$ cat src/include/alert_pkg.sv
// constants, field layout and carrier types for the processor-hot alert block
package alert_pkg;
    // ------------------------------------------------------------
    // register map
    // ------------------------------------------------------------
    localparam logic [7:0] OPT_PRIMARY_ADDR = 8'h33;
    localparam logic [7:0] OPT_SECONDARY_ADDR = 8'h34;
    localparam logic [15:0] OPT_PRIMARY_RST = 16'h4a54;
    localparam logic [15:0] OPT_SECONDARY_RST = 16'h8120;
    localparam int SECOND_LIMIT_LSB = 11;
    localparam int CRIT_DEG_LSB = 9;
    localparam int SYS_TH_LSB = 6;
    localparam int EXTEND_BIT = 5;
    localparam int WIDTH_LSB = 3;
    localparam int CLEAR_BIT = 2;
    localparam int NOM_DEG_BIT = 1;
    localparam int DCHG_TH_LSB = 10;
    localparam int DCHG_DEG_LSB = 8;
    localparam int COMP_EN_BIT = 6;
    localparam int CRIT_EN_BIT = 5;
    localparam int NOM_EN_BIT = 4;
    localparam int DCHG_EN_BIT = 3;
    localparam int LOWV_EN_BIT = 2;
    localparam int BATT_EN_BIT = 1;
    localparam int DCHG_STEP_SHIFT = 9;
    // ------------------------------------------------------------
    // timing
    // ------------------------------------------------------------
    localparam int CNT_W = 24;
    localparam int unsigned CLK_NS = 10;
    localparam int unsigned SYS_DEG_US = 20;
    localparam int unsigned NOM_DEG_US[2] = '{1000, 50000};
    localparam int unsigned CRIT_DEG_US[4] = '{15, 100, 400, 800};
    localparam int unsigned DCHG_DEG_US[4] = '{1600, 100, 6000, 12000};
    localparam int unsigned WIDTH_US[4] = '{100, 1000, 10000, 5000};
    localparam int unsigned SYS_DEG_CYC = SYS_DEG_US * 1000 / CLK_NS;
    localparam int unsigned CRIT0_CYC = CRIT_DEG_US[0] * 1000 / CLK_NS;
    // ------------------------------------------------------------
    // thresholds in mV, code 0..3, multi-cell and single-cell packs
    // ------------------------------------------------------------
    localparam logic [15:0] SYS_TH_MULTI[4] = '{16'd5750, 16'd6000,
        16'd6250, 16'd6500};
    localparam logic [15:0] SYS_TH_SINGLE[4] = '{16'd2850, 16'd3100,
        16'd3350, 16'd3600};
    // ------------------------------------------------------------
    // types
    // ------------------------------------------------------------
    typedef struct packed {
        logic [15:0] system_rail_voltage_mv;
        logic [15:0] input_current_ma;
        logic [15:0] input_current_limit_setting_ma;
        logic [15:0] battery_discharge_current_ma;
        logic one_cell;
        logic battery_present;
        logic comparator_trip;
    } sense_t;
    typedef enum logic [2:0] {
        ST_IDLE = 3'b001,
        ST_PULSE = 3'b010,
        ST_HOLD = 3'b100
    } alert_state_t;
endpackage : alert_pkg

$ cat src/hdl/processor_hot_alert_profile.sv
// processor-hot alert: trip sources, deglitch, pulse and option registers
//
// Contract
// RL1: low rail below threshold after 20 us filter
// RL2: rail threshold codes, reset code 01b
// RL3: extension holds pin low until clear
// RL4: minimum pulse width per code, reset 10b
// RL5: host writes clear 0, pin released
// RL6: nominal trip at limit plus ten percent
// RL7: nominal filter 1 ms or 50 ms
// RL8: discharge threshold in 512 mA steps
// RL9: zero discharge threshold trips permanently
// RL10: discharge threshold resets to 16384 mA
// RL11: discharge filter codes, reset code 01b
// RL12: all enables zero disables the alert
// RL13: per-source enables gate the alert
// RL14: battery removal fires one-shot pulse
// RL15: critical trip at 110 percent of limit
// RL16: critical filter codes, reset code 01b
// RL17: any enabled trip drives pin low
// RL18: counter filters restart on release
`timescale 1ns/1ps

module glitch_filter
    import alert_pkg::*;
(
    input wire logic sys_clk, // device clock
    input wire logic nrst, // async reset, low active
    input wire logic ce, // clock enable
    input wire logic raw, // unfiltered condition
    input wire logic [CNT_W-1:0] limit, // cycles to qualify
    output logic hit // qualified condition
);
    logic [CNT_W-1:0] cnt;

    // RL18: restart on release
    always_ff @(posedge sys_clk or negedge nrst)
    begin
        if (!nrst)
        begin
            cnt <= '0;
            hit <= 1'b0;
        end
        else if (ce)
        begin
            if (!raw)
            begin
                cnt <= '0;
                hit <= 1'b0;
            end
            else if (cnt >= limit)
                hit <= 1'b1;
            else
                cnt <= cnt + 1'b1;
        end
    end
endmodule : glitch_filter

module processor_hot_alert_profile
    import alert_pkg::*;
#(
    parameter int unsigned NOM0_CYC = NOM_DEG_US[0] * 1000 / CLK_NS,
    parameter int unsigned NOM1_CYC = NOM_DEG_US[1] * 1000 / CLK_NS,
    parameter int unsigned CRIT1_CYC = CRIT_DEG_US[1] * 1000 / CLK_NS,
    parameter int unsigned CRIT2_CYC = CRIT_DEG_US[2] * 1000 / CLK_NS,
    parameter int unsigned CRIT3_CYC = CRIT_DEG_US[3] * 1000 / CLK_NS,
    parameter int unsigned DCHG0_CYC = DCHG_DEG_US[0] * 1000 / CLK_NS,
    parameter int unsigned DCHG1_CYC = DCHG_DEG_US[1] * 1000 / CLK_NS,
    parameter int unsigned DCHG2_CYC = DCHG_DEG_US[2] * 1000 / CLK_NS,
    parameter int unsigned DCHG3_CYC = DCHG_DEG_US[3] * 1000 / CLK_NS,
    parameter int unsigned WIDTH0_CYC = WIDTH_US[0] * 1000 / CLK_NS,
    parameter int unsigned WIDTH1_CYC = WIDTH_US[1] * 1000 / CLK_NS,
    parameter int unsigned WIDTH2_CYC = WIDTH_US[2] * 1000 / CLK_NS,
    parameter int unsigned WIDTH3_CYC = WIDTH_US[3] * 1000 / CLK_NS
)
(
    input wire logic sys_clk, // device clock
    input wire logic nrst, // async reset, low active
    input wire logic ce, // clock enable, freezes all state
    input wire logic reg_wr, // register write strobe
    input wire logic reg_rd, // register read strobe
    input wire logic [7:0] reg_addr, // register command code
    input wire logic [15:0] reg_wdata, // write data
    output logic [15:0] reg_rdata, // read data, one cycle after strobe
    input wire sense_t sense, // measured rail, currents, status
    output logic processor_hot_alert_n, // alert pin level driven
    output logic processor_hot_alert_oe // high while pin pulled low
);
    // ------------------------------------------------------------
    // option registers
    // ------------------------------------------------------------
    logic [15:0] opt0;
    logic [15:0] opt1;
    logic wr0;
    logic wr1;

    assign wr0 = reg_wr && (reg_addr == OPT_PRIMARY_ADDR);
    assign wr1 = reg_wr && (reg_addr == OPT_SECONDARY_ADDR);

    // RL2: reset code of the primary option register
    always_ff @(posedge sys_clk or negedge nrst)
    begin
        if (!nrst)
            opt0 <= OPT_PRIMARY_RST;
        else if (ce)
        begin
            if (wr0)
                opt0 <= reg_wdata;
            // RL5: clear is consumed, returns to idle
            else if (!opt0[CLEAR_BIT])
                opt0[CLEAR_BIT] <= 1'b1;
        end
    end

    // RL10: discharge threshold resets to code 100000
    always_ff @(posedge sys_clk or negedge nrst)
    begin
        if (!nrst)
            opt1 <= OPT_SECONDARY_RST;
        else if (ce && wr1)
            opt1 <= reg_wdata;
    end

    always_ff @(posedge sys_clk or negedge nrst)
    begin
        if (!nrst)
            reg_rdata <= 16'h0000;
        else if (ce && reg_rd)
        begin
            case (reg_addr)
                OPT_PRIMARY_ADDR: reg_rdata <= opt0;
                OPT_SECONDARY_ADDR: reg_rdata <= opt1;
                default: reg_rdata <= 16'h0000;
            endcase
        end
    end

    // ------------------------------------------------------------
    // raw trip conditions
    // ------------------------------------------------------------
    logic [1:0] sys_code;
    logic [15:0] sys_th;
    logic [4:0] lim2_code;
    logic [31:0] lim2_pct;
    logic [5:0] dchg_code;
    logic lowv_raw;
    logic nom_raw;
    logic crit_raw;
    logic dchg_raw;

    assign sys_code = opt0[SYS_TH_LSB +: 2];
    assign lim2_code = opt0[SECOND_LIMIT_LSB +: 5];
    assign dchg_code = opt1[DCHG_TH_LSB +: 6];
    // RL2: threshold by code and pack size
    assign sys_th = sense.one_cell ? SYS_TH_SINGLE[sys_code]
        : SYS_TH_MULTI[sys_code];
    // RL1: rail below threshold
    assign lowv_raw = sense.system_rail_voltage_mv < sys_th;
    // RL6: limit plus ten percent
    assign nom_raw = ({16'h0000, sense.input_current_ma} * 32'd10) >
        ({16'h0000, sense.input_current_limit_setting_ma} * 32'd11);

    // second limit in percent; codes 0 and 31 are out of range
    always_comb
    begin
        lim2_pct = 32'd0;
        if (lim2_code >= 5'd1 && lim2_code <= 5'd25)
            lim2_pct = 32'd105 + 32'd5 * {27'h0, lim2_code};
        else if (lim2_code >= 5'd26 && lim2_code <= 5'd30)
            lim2_pct = 32'd250 + 32'd50 * {27'h0, lim2_code - 5'd26};
    end

    // RL15: 110 percent of the second limit
    assign crit_raw = (lim2_pct != 32'd0) &&
        (({16'h0000, sense.input_current_ma} * 32'd10000) >
        ({16'h0000, sense.input_current_limit_setting_ma} * lim2_pct
        * 32'd110));
    // RL8: threshold in 512 mA steps
    // RL9: zero threshold always trips
    assign dchg_raw = (dchg_code == 6'h00) ||
        ({1'b0, sense.battery_discharge_current_ma} >
        {1'b0, dchg_code, 10'h000} >> 1);

    // ------------------------------------------------------------
    // deglitch filters
    // ------------------------------------------------------------
    logic [CNT_W-1:0] nom_lim;
    logic [CNT_W-1:0] crit_lim;
    logic [CNT_W-1:0] dchg_lim;
    logic [CNT_W-1:0] width_lim;
    logic lowv_hit;
    logic nom_hit;
    logic crit_hit;
    logic dchg_hit;

    always_comb
    begin
        // RL7: nominal filter select
        nom_lim = opt0[NOM_DEG_BIT] ? CNT_W'(NOM1_CYC) : CNT_W'(NOM0_CYC);
        // RL16: critical filter select
        case (opt0[CRIT_DEG_LSB +: 2])
            2'b00: crit_lim = CNT_W'(CRIT0_CYC);
            2'b01: crit_lim = CNT_W'(CRIT1_CYC);
            2'b10: crit_lim = CNT_W'(CRIT2_CYC);
            default: crit_lim = CNT_W'(CRIT3_CYC);
        endcase
        // RL11: discharge filter select
        case (opt1[DCHG_DEG_LSB +: 2])
            2'b00: dchg_lim = CNT_W'(DCHG0_CYC);
            2'b01: dchg_lim = CNT_W'(DCHG1_CYC);
            2'b10: dchg_lim = CNT_W'(DCHG2_CYC);
            default: dchg_lim = CNT_W'(DCHG3_CYC);
        endcase
        // RL4: minimum width select
        case (opt0[WIDTH_LSB +: 2])
            2'b00: width_lim = CNT_W'(WIDTH0_CYC);
            2'b01: width_lim = CNT_W'(WIDTH1_CYC);
            2'b10: width_lim = CNT_W'(WIDTH2_CYC);
            default: width_lim = CNT_W'(WIDTH3_CYC);
        endcase
    end

    // RL1: fixed rail filter
    glitch_filter u_lowv (.sys_clk(sys_clk), .nrst(nrst), .ce(ce),
        .raw(lowv_raw), .limit(CNT_W'(SYS_DEG_CYC)), .hit(lowv_hit));
    glitch_filter u_nom (.sys_clk(sys_clk), .nrst(nrst), .ce(ce),
        .raw(nom_raw), .limit(nom_lim), .hit(nom_hit));
    glitch_filter u_crit (.sys_clk(sys_clk), .nrst(nrst), .ce(ce),
        .raw(crit_raw), .limit(crit_lim), .hit(crit_hit));
    glitch_filter u_dchg (.sys_clk(sys_clk), .nrst(nrst), .ce(ce),
        .raw(dchg_raw), .limit(dchg_lim), .hit(dchg_hit));

    // ------------------------------------------------------------
    // source combination
    // ------------------------------------------------------------
    logic batt_q;
    logic batt_fall;
    logic any_en;
    logic trip_level;
    logic start;

    // reset to absent so a battery missing at power-up is no edge
    always_ff @(posedge sys_clk or negedge nrst)
    begin
        if (!nrst)
            batt_q <= 1'b0;
        else if (ce)
            batt_q <= sense.battery_present;
    end

    // RL14: falling edge of presence
    assign batt_fall = opt1[BATT_EN_BIT] && batt_q && !sense.battery_present;
    // RL12: no enable, no alert
    assign any_en = |opt1[6:0];
    // RL13: per-source gating
    // RL17: sources are OR-ed
    assign trip_level = (opt1[COMP_EN_BIT] && sense.comparator_trip) ||
        (opt1[CRIT_EN_BIT] && crit_hit) || (opt1[NOM_EN_BIT] && nom_hit) ||
        (opt1[DCHG_EN_BIT] && dchg_hit) || (opt1[LOWV_EN_BIT] && lowv_hit);
    assign start = any_en && (trip_level || batt_fall);

    // ------------------------------------------------------------
    // pulse generator
    // ------------------------------------------------------------
    alert_state_t state;
    logic [CNT_W-1:0] wcnt;

    always_ff @(posedge sys_clk or negedge nrst)
    begin
        if (!nrst)
        begin
            state <= ST_IDLE;
            wcnt <= '0;
        end
        else if (ce)
        begin
            case (state)
                ST_IDLE:
                begin
                    wcnt <= '0;
                    if (start)
                        state <= opt0[EXTEND_BIT] ? ST_HOLD : ST_PULSE;
                end
                // RL4: stay low at least the width, longer while tripped
                ST_PULSE:
                begin
                    if (wcnt < width_lim)
                        wcnt <= wcnt + 1'b1;
                    else if (opt0[EXTEND_BIT])
                        state <= ST_HOLD;
                    else if (!(any_en && trip_level))
                        state <= ST_IDLE;
                end
                // RL3: held until host clear
                ST_HOLD:
                begin
                    if (!opt0[CLEAR_BIT] || !opt0[EXTEND_BIT])
                        state <= ST_IDLE;
                end
                default: state <= ST_IDLE;
            endcase
        end
    end

    // RL17: pin low whenever a pulse is active
    assign processor_hot_alert_oe = (state != ST_IDLE);
    assign processor_hot_alert_n = 1'b0;
endmodule : processor_hot_alert_profile

$ cat config.mk
export PLATFORM = sky130hd
export DESIGN_NAME = processor_hot_alert_profile
export DESIGN_NICKNAME = d
export VERILOG_FILES = /design/src/include/alert_pkg.sv /design/src/hdl/processor_hot_alert_profile.sv
export SDC_FILE = /design/constraint.sdc
export NUM_CORES = 1
export LEC_CHECK = 0
export ABC_AREA = 0
export BUFFER_PORTS_ARGS = -buffer_cell sky130_fd_sc_hd__buf_2
export CAP_MARGIN = 20
export CORE_MARGIN = 3
export CORE_UTILIZATION = 56
export CTS_CLUSTER_DIAMETER = 50
export DETAILED_ROUTE_END_ITERATION = 6
export PLACE_DENSITY = 0.8
export SLEW_MARGIN = 10
export SYNTH_ARGS = -nofsm -noshare
export SYNTH_HDL_FRONTEND = slang
export SYNTH_HIERARCHICAL = 1
export SYNTH_SLANG_ARGS = --single-unit
$ cat constraint.sdc
create_clock -name sys_clk -period 13 [get_ports sys_clk]
set_input_delay 2.6 -clock sys_clk [delete_from_list [all_inputs] [get_ports sys_clk]]
set_output_delay 2.6 -clock sys_clk [all_outputs]
set_load 0.05 [all_outputs]
== Yosys cells after proc, flatten, opt, wreduce, memory -nomap -nowiden ==
Cells that the tools add are included.

* Logic and storage cells: 154
* Bits in registers: 176
* Input port bits: 96

* Reduce and logical (&&, ||, !) cells: 44
* Eq/ne operators: 25
* $lt $le $gt $ge: 14
* Bitwise gates (word level): 1
* $mul: 7
* $add $sub $neg: 8
* Mux-type cells: 40

{| class="wikitable"
|+ Operators with widths
! cell !! number
|-
| $mux W24 || 9
|-
| $add A24 B1 Y24 const B || 5
|-
| $mux W16 || 5
|-
| $bmux W16 S2 || 2
|-
| $pmux W21 S3 || 1
|-
| $pmux W20 S3 || 1
|-
| $pmux W17 S3 || 1
|-
| $pmux W24 S2 || 1
|-
| $gt A30 B32 Y1 || 1
|-
| $mul A16 B32 Y32 || 1
|-
| $mul A32 B6 Y31 const B || 1
|-
| $pmux W16 S2 || 1
|-
| $reduce_bool A32 Y1 || 1
|-
| $mul A16 B10 Y26 const B || 1
|-
| $ge A24 B11 Y1 const B || 1
|-
| $ge A24 B17 Y1 || 1
|-
| $ge A24 B21 Y1 || 1
|-
| $ge A24 B23 Y1 || 1
|-
| $lt A24 B24 Y1 || 1
|-
| $mux W12 || 2
|-
| $ne A2 B2 Y1 const B || 12
|-
| $mux W23 || 1
|-
| $gt A20 B20 Y1 || 1
|-
| $mul A16 B4 Y20 const B || 1
|-
| other kinds (34) || 86
|}

== Depth between registers and ports, before layout ==
Gate-level depths: netlist (run 1).

* Depth after elaboration: 11
* Gate-level depth with buffers: 67
* Depth with buffers taken out: 63

== Hierarchy ==
The synthesis (run 1) kept the hierarchy.

{| class="wikitable"
|+ By module, submodules not included
! module !! times used !! sequential area each (um2) !! area an instance (um2) !! cells each
|-
| processor_hot_alert_profile || 1 || 1914.3 || 20996.4 || 2442
|-
| glitch_filter || 4 || 625.6 || 2112.0 || 265
|}

== Worst setup path before layout (run 1) ==
Ideal clock, no wire load.

* Path type: reg-to-reg
* From: register opt0[14]
* To: register u_crit.cnt[8]
* Path buffers: 4
* Data required time: 12931 ps
* Setup time: 69 ps
* Cell stages (with the launch flop): 62
* Clock period less this slack: 13510 ps
* Data arrival time: 13441 ps
* Slack: -510 ps
* Cell sequence: dfstp_2 -> clkbuf_1 -> o21ai_0 -> xnor2_1 -> ha_1 -> ha_1 -> ha_1 -> inv_1 -> fa_1 -> inv_1 -> a21o_1 -> a21oi_1 -> xnor2_1 -> nand3_1 -> xnor2_1 -> and2_1 -> clkbuf_1 -> nand2_1 -> [... 26 more ...] -> o2bb2ai_1 -> a31oi_1 -> o21ai_0 -> a21oi_1 -> xor2_1 -> ha_1 -> nand4_1 -> nor4_1 -> nand2_1 -> o311ai_0 -> a221o_1 -> o211ai_1 -> nor4_2 -> clkbuf_1 -> nand2_1 -> clkbuf_1 -> or4_1 -> nand3_1

* Longest elaborated chain between the ends: 11

{| class="wikitable"
|+ Ends and longest elaborated chain
! what !! line !! source
|-
| start: declaration || processor_hot_alert_profile.sv:92 || <nowiki>logic [15:0] opt0;</nowiki>
|-
| start signal: assignment || processor_hot_alert_profile.sv:108 || <nowiki>opt0 <= reg_wdata;</nowiki>
|-
| $sub A5 B5 Y5 || processor_hot_alert_profile.sv:170 || <nowiki>lim2_pct = 32'd250 + 32'd50 * {27'h0, lim2_code - 5'd26};</nowiki>
|-
| $mul A5 B5 Y10 || processor_hot_alert_profile.sv:170 ||
|-
| $add A8 B11 Y12 || processor_hot_alert_profile.sv:170 ||
|-
| $mux W12 || processor_hot_alert_profile.sv:169 || <nowiki>else if (lim2_code >= 5'd26 && lim2_code <= 5'd30)</nowiki>
|-
| $mux W12 (*) || processor_hot_alert_profile.sv:167 || <nowiki>if (lim2_code >= 5'd1 && lim2_code <= 5'd25)</nowiki>
|-
| $mul A16 B32 Y32 || processor_hot_alert_profile.sv:176 || <nowiki>({16'h0000, sense.input_current_limit_setting_ma} * lim2_pct</nowiki>
|-
| $mul A32 B6 Y31 || processor_hot_alert_profile.sv:177 || <nowiki>* 32'd110));</nowiki>
|-
| $gt A30 B32 Y1 || processor_hot_alert_profile.sv:175 || <nowiki>(({16'h0000, sense.input_current_ma} * 32'd10000) ></nowiki>
|-
| $logic_and A1 B1 Y1 (*) || processor_hot_alert_profile.sv:174 || <nowiki>assign crit_raw = (lim2_pct != 32'd0) &&</nowiki>
|-
| via crit_raw || processor_hot_alert_profile.sv:148 || <nowiki>logic crit_raw;</nowiki>
|-
| $ne A2 B2 Y1 (no source line) || -- ||
|-
| $reduce_and A2 Y1 (no source line) || -- ||
|-
| end signal: assignment || processor_hot_alert_profile.sv:54 || <nowiki>cnt <= cnt + 1'b1;</nowiki>
|-
| end: declaration || processor_hot_alert_profile.sv:34 || <nowiki>logic [CNT_W-1:0] cnt;</nowiki>
|}

Mark *: on every way through the listed nets, which the timed path passes. The rest lies on a longest branch.
A chain may end at the register's enable or synchronous reset.

== Final worst setup path (run 1) ==
* From: register opt0[13]
* To: register u_crit.cnt[22]

Same word-level chain as after synthesis.

==> flow_summary.ini, run 1 <==
[synth]
async_flop_share_pct = 100
syn_area_sq_um = 29400
synthTopCellsByArea = ha_1 21%, fa_1 18%, dfrtp_1 14%
synth_common_cells = 672 x inv_1, 491 x ha_1, 329 x nand2_1, 261 x fa_1, 172 x nor2_1
synth.avg_cell_area_sq_um = 8.41
yosys_warnings = 6
synth_edf_count = 0
synth_cells = 3502
yosysTopAreaCell = ha_1
synth_cell_types = 86
synth_ff_type = dfrtp_1
ys_seq_area_share_pct = 15.0
synth-seq-cells = 176
synth_top_cell_area_share_pct = 20.9
synth_most_common_cell = inv_1

[grt]
grt_pass1_wl_microns = 117000
grt_pass1_vias = 25200
grt-ovfl-total = 0
gr-usage-all-layers_pct = 24.8
grt_max_degree = 67
antenna_found_initial = 3

[cts]
cts_root_buffer = clkbuf_16
numCtsBuffers = 17
cts_tree = done
clock_latency_ns = 0.46
cts.sinks = 176
h-tree-depth = 4
clkTransAtPathRegs_ns = 0.07
cts_buffer_depth = 2

[setup_path]
cpLargestDelayFamily = adder cells
cp-start-kind = register
path_max_fanout = 10
critPathSlowestCell = fa_1
rr_worst_depth = 61
endpoint_kind = register
timing.rr.end = u_crit/cnt[22]$_DFFE_PN0P_
cp_num_buf_inv = 17
arrival_ns = 13.29
reg2reg_slack_ns = 0.04
path_class = reg -> reg
cpMostUsedCell = fa_1
worst_r2r_startpoint = opt0[13]$_DFFE_PN0P_
critical_path.max_stage_delay_ns = 0.53
cp.required_ns = 13.34

[detailed_routing]
drt_iter0_drc = 1716
drt.antenna.violating_nets = 0
dr.pass1.iters = 5
drt-total-wl_microns = 72200
post-route-drc-count = 0
vias = 25700
routedWlPerCell_microns = 16.0
viasPerCell = 5.70

[timing]
fmax_mhz = 77.2
final-setup-viol-count = 0
period_minus_slack_ns = 12.96
hold_viol = 0
skew_ns = 0.0110
post-route-period-util_pct = 99.7
worst_slew_pin_slew_ns = 1.06
rsz0062_at_grt = true
relSlewSlack_pct = 29.6
slew_viol_final = 0
setup_slack_ns = 0.0421

[final_layout]
nNetsFinal = 4667
stdcell_area_sq_um = 34100
final-instance-count-excl-fill = 4515
area_delta_synth_final_pct = 15.9
nFillCells = 4001
drive_gt1_share_pct = 15.8

[floorplanning]
rows = 83
core-area_sq_um = 51700
die_x_microns = 235
die_y_microns = 235
initial_core_util_pct = 56.9
io-pin-count = 114
die_area_sq_um = 55400

[outcome]
outcome = finished clean

[placed_design]
hpwlAfterDp_microns = 54400
postPlaceCellArea_sq_um = 32300
place_ws_ns = -0.433
gp_congestion = 0.870
port_buffers = 111
placed_cells_incl_taps = 4457

[job]
drv_cap = 0

[worst_hold_path]
hp-start = reg_rdata[12]$_DFFE_PN0P_
hold_depth = 2
min_to = reg_rdata[12]$_DFFE_PN0P_
min_path_type = reg -> reg
[cell type report]
class | count | area (sq um) | share of cell area, %
inverters | 676 | 2540 | 7.44
well taps | 680 | 851 | 2.49
multi-input cells | 2596 | 23200 | 68.1
diodes | 3 | 7.51 | 0.0220
repair buffers | 352 | 2450 | 7.18
clock inverters | 13 | 170 | 0.499
clock buffers | 19 | 453 | 1.33
flip-flops and latches | 176 | 4420 | 12.9
[worst register-to-register path: cells and delay by family, from the launching register on]
family	cells	cell delay, ns
AOI/OAI and AO/OA	16	2.97
adders and majority gates	15	5.77
and+or+nand+nor	8	0.84
DFF	1	0.40
buffers and inverters	17	1.92
xor gates and xnor gates	5	0.92
[state kept, by name, summed over array words and instances (netlist names), 3 cells and up]
name	cells
opt0	16
opt1	16
reg_rdata	16
state	3
u_crit/cnt	24
u_dchg/cnt	24
u_lowv/cnt	24
u_nom/cnt	24
wcnt	24
[kinds of logic (layout without fill, tap and decap cells)]
logic type,count (synthesis),after routing,share of synthesized area (%)
other cells,2,62,0.0255
mux,19,19,0.701
compound gates,654,654,15.0
simple gates,978,978,16.5
xor+xnor,134,134,4.04
buf+inv,787,1060,10.1
flops,176,176,15.0
fa+ha+maj,752,752,38.6
[how the worst max path moves through the flow]
stage | startpoint | to | slack [ns] | cells after the start
floorplan | opt0[14]$_DFFE_PN1P_ | u_crit/cnt[8]$_DFFE_PN0P_ | 0.009 | 61
global placement | opt0[14]$_DFFE_PN1P_ | u_crit/cnt[11]$_DFFE_PN0P_ | -0.24 | 61
detailed placement | opt0[14]$_DFFE_PN1P_ | u_crit/cnt[3]$_DFFE_PN0P_ | -0.43 | 61
CTS | opt0[14]$_DFFE_PN1P_ | u_crit/cnt[3]$_DFFE_PN0P_ | 0.03 | 58
global route | opt0[13]$_DFFE_PN0P_ | u_crit/cnt[22]$_DFFE_PN0P_ | -0.54 | 59
finish | opt0[13]$_DFFE_PN0P_ | u_crit/cnt[22]$_DFFE_PN0P_ | 0.04 | 61
[per-stage QoR]
stage / hold WS [ns] / util (%) / setup TNS [ns]
after global placement: 0.460 / 62.6 / -3.80
after global routing: 0.511 / 66.0 / -9.74
after CTS: 0.482 / 64.2 / 0
final: 0.474 / 66.0 / 0
after detailed placement: 0.466 / 62.6 / -8.24
after floorplan: 0.455 / - / 0
[routing by layer]
layer	track usage, %	wire length [microns]	up-vias
met5	0	0	-
met4	7.61	2390	0
met3	2.66	3510	164
met2	44.2	36600	740
met1	31.6	29700	12500
li1	-	-	12400
[cells in the final DEF (no fill, tap or decap), types with 25 or more instances in the layout]
cell type	Yosys	routed
nand4_1	65	65
nand2_1	329	325
xor2_1	54	42
nor2_1	172	165
ha_1	491	462
nor3_1	58	54
xnor2_1	79	70
fa_1	261	257
a21oi_1	171	157
and3_1	62	58
a211o_1	36	36
dfrtp_1	166	165
inv_1	672	657
a21o_1	71	71
buf_4	1	225
nor2b_1	47	42
a22oi_1	25	25
nand3_1	92	88
o21ai_0	111	99
o211ai_1	37	37
conb_1	2	59
and2_1	28	27
buf_2	20	110
or4_1	31	29
[timing repair]
| action | 4_1_cts | 5_1_grt |
|---|---|---|
| gates cloned | 0 | 0 |
| hold buffers | 0 | 0 |
| pin swaps | 37 | 99 |
| endpoints found under the setup margin | 25 | 25 |
| resized for setup | 44 | 142 |
| buffers inserted | 6 | 18 |
Power of run 1 is left out: the tool's default activity adds up to more than one toggle a clock period on the data nets, which glitch-free logic cannot reach.
==> inputs of run 2 (changes only) <==
==> constraint.sdc (replaced) <==
create_clock -name sys_clk -period 13 [get_ports sys_clk]
set_input_delay 1.3 -clock sys_clk [delete_from_list [all_inputs] [get_ports sys_clk]]
set_output_delay 1.3 -clock sys_clk [all_outputs]
set_load 0.05 [all_outputs]
==> flow_summary.ini, run 2 (synthesized netlist as in run 1, its figures left out) <==
[cts]
clkTransAtPathRegs_ns = 0.07
clock_latency_ns = 0.45
cts.sinks = 176
numCtsBuffers = 17
cts_buffer_depth = 2
cts_tree = done
h-tree-depth = 4
cts_root_buffer = clkbuf_16

[setup_path]
cp-start-kind = register
path_class = reg -> reg
cpMostUsedCell = fa_1
cpLargestDelayFamily = adder cells
cp.required_ns = 13.39
critical_path.max_stage_delay_ns = 0.57
critPathSlowestCell = dfstp_2
path_max_fanout = 5
cp_num_buf_inv = 14
arrival_ns = 13.67
endpoint_kind = register

[detailed_routing]
drt_iter0_drc = 1339
drt.antenna.violating_nets = 0
post-route-drc-count = 0
viasPerCell = 5.71
vias = 25500
drt-total-wl_microns = 71300
routedWlPerCell_microns = 16.0
dr.pass1.iters = 5

[placed_design]
port_buffers = 111
hpwlAfterDp_microns = 52700
gp_congestion = 0.855

[floorplanning]
die_y_microns = 235
initial_core_util_pct = 56.9
core-area_sq_um = 51700
io-pin-count = 114
die_area_sq_um = 55400
rows = 83
die_x_microns = 235

[grt]
grt_max_degree = 66
grt_pass1_vias = 25100
gr-usage-all-layers_pct = 24.5
grt-ovfl-total = 0
grt_pass1_wl_microns = 116000
antenna_found_initial = 0

[final_layout]
nFillCells = 4010
final_common_cell = inv_1
diodes = 0
area_delta_synth_final_pct = 15.2
final_core_util_pct = 65.6
drive_gt1_share_pct = 14.8
nNetsFinal = 4623
final_cell_mix = 650 x inv_1, 464 x ha_1, 324 x nand2_1, 258 x fa_1, 176 x buf_4

[timing]
fmax_mhz = 75.3
worst_slew_pin_slew_ns = 1.13
final-setup-viol-count = 20
setup_slack_ns = -0.280
skew_ns = 0.0158
hold_viol = 0
relSlewSlack_pct = 24.8
post-route-period-util_pct = 102
rsz0062_at_grt = true
slew_viol_final = 0
period_minus_slack_ns = 13.28

[worst_hold_path]
min_path_type = reg -> reg

[job]
drv_cap = 0

[outcome]
outcome = complete, but fails checks
violations = negative setup slack
-- run 2: cell count changes in the layout (fill, tap and decap cells not counted), moves of 4 or more --
cell / change
xnor2_1: +4
xor2_1: +6
inv_1: -7
ha_2: -4
xor2_2: -8
inv_2: +5
buf_4: -49
-- run 2: through the flow --
stage / setup WS, ns / hold WS [ns] / std cells / setup TNS [ns] / area [sq um]
3_5_place_dp: -0.454 / 0.468 / 4400 / -8.29 / 31900
5_1_grt: -0.722 / 0.502 / 4468 / -12.98 / 33900
4_1_cts: 0.00176 / 0.484 / 4440 / 0 / 32900
6_report: -0.280 / 0.481 / 4468 / -1.74 / 33900
2_1_floorplan: 0.00943 / 0.455 / 3559 / 0 / 29700
3_3_place_gp: -0.252 / 0.459 / 4399 / -3.31 / 31900
-- run 2: worst reg2reg max path, delay by kind of cell, from the launching register on --
kind,cells,cell delay (ns)
XOR/XNOR,5,0.87
buffers and inverters,14,1.34
AND/OR/NAND/NOR,14,2.21
AO/OA/AOI/OAI,13,2.19
flip-flops,1,0.57
adder cells (fa/ha/maj),15,6.04
-- run 2: area by class of cell --
class | instances | area (sq um) | share of cell area [%]
Clock buffer | 19 | 443 | 1.31
Multi-Input combinational cell | 2596 | 23300 | 68.7
Tap cell | 680 | 851 | 2.51
Timing Repair Buffer | 308 | 2180 | 6.44
Clock inverter | 13 | 164 | 0.483
Inverter | 676 | 2550 | 7.50
Sequential cell | 176 | 4420 | 13.0
-- run 2: layer usage --
metal / track usage, % / vias to the layer above / wire length (microns)
met1: 31.9 / 12400 / 30100
met5: 0 / - / 0
met4: 6.71 / 0 / 2110
met2: 44.0 / 650 / 36300
met3: 1.79 / 159 / 2780
li1: - / 12300 / -
-- run 2: path summary, 6_finish.rpt --
| check | startpoint | endpoint | slack [ns] | depth (start not counted) |
|---|---|---|---|---|
| worst max-delay path | opt0[14]$_DFFE_PN1P_ | u_crit/cnt[12]$_DFFE_PN0P_ | -0.28 | 61 |
| worst min-delay path | reg_rdata[7]$_DFFE_PN0P_ | reg_rdata[7]$_DFFE_PN0P_ | 0.48 | 2 |
| worst max register to register | opt0[14]$_DFFE_PN1P_ | u_crit/cnt[12]$_DFFE_PN0P_ | -0.28 | 61 |
| worst min register to register | reg_rdata[7]$_DFFE_PN0P_ | reg_rdata[7]$_DFFE_PN0P_ | 0.48 | 2 |
| max in group asynchronous | nrst | u_nom/cnt[18]$_DFFE_PN0P_ | 11.00 | 2 |
| min in group asynchronous | nrst | reg_rdata[12]$_DFFE_PN0P_ | 0.78 | 1 |
-- run 2: repair_timing --
| item | CTS | global route |
|---|---|---|
| setup buffers | 8 | 29 |
| hold buffers | 0 | 0 |
| cloned | 0 | 2 |
| endpoints found under the setup margin | 25 | 25 |
| pin swaps | 40 | 104 |
| resized for setup | 56 | 147 |
Power of run 2 is left out for the same reason.
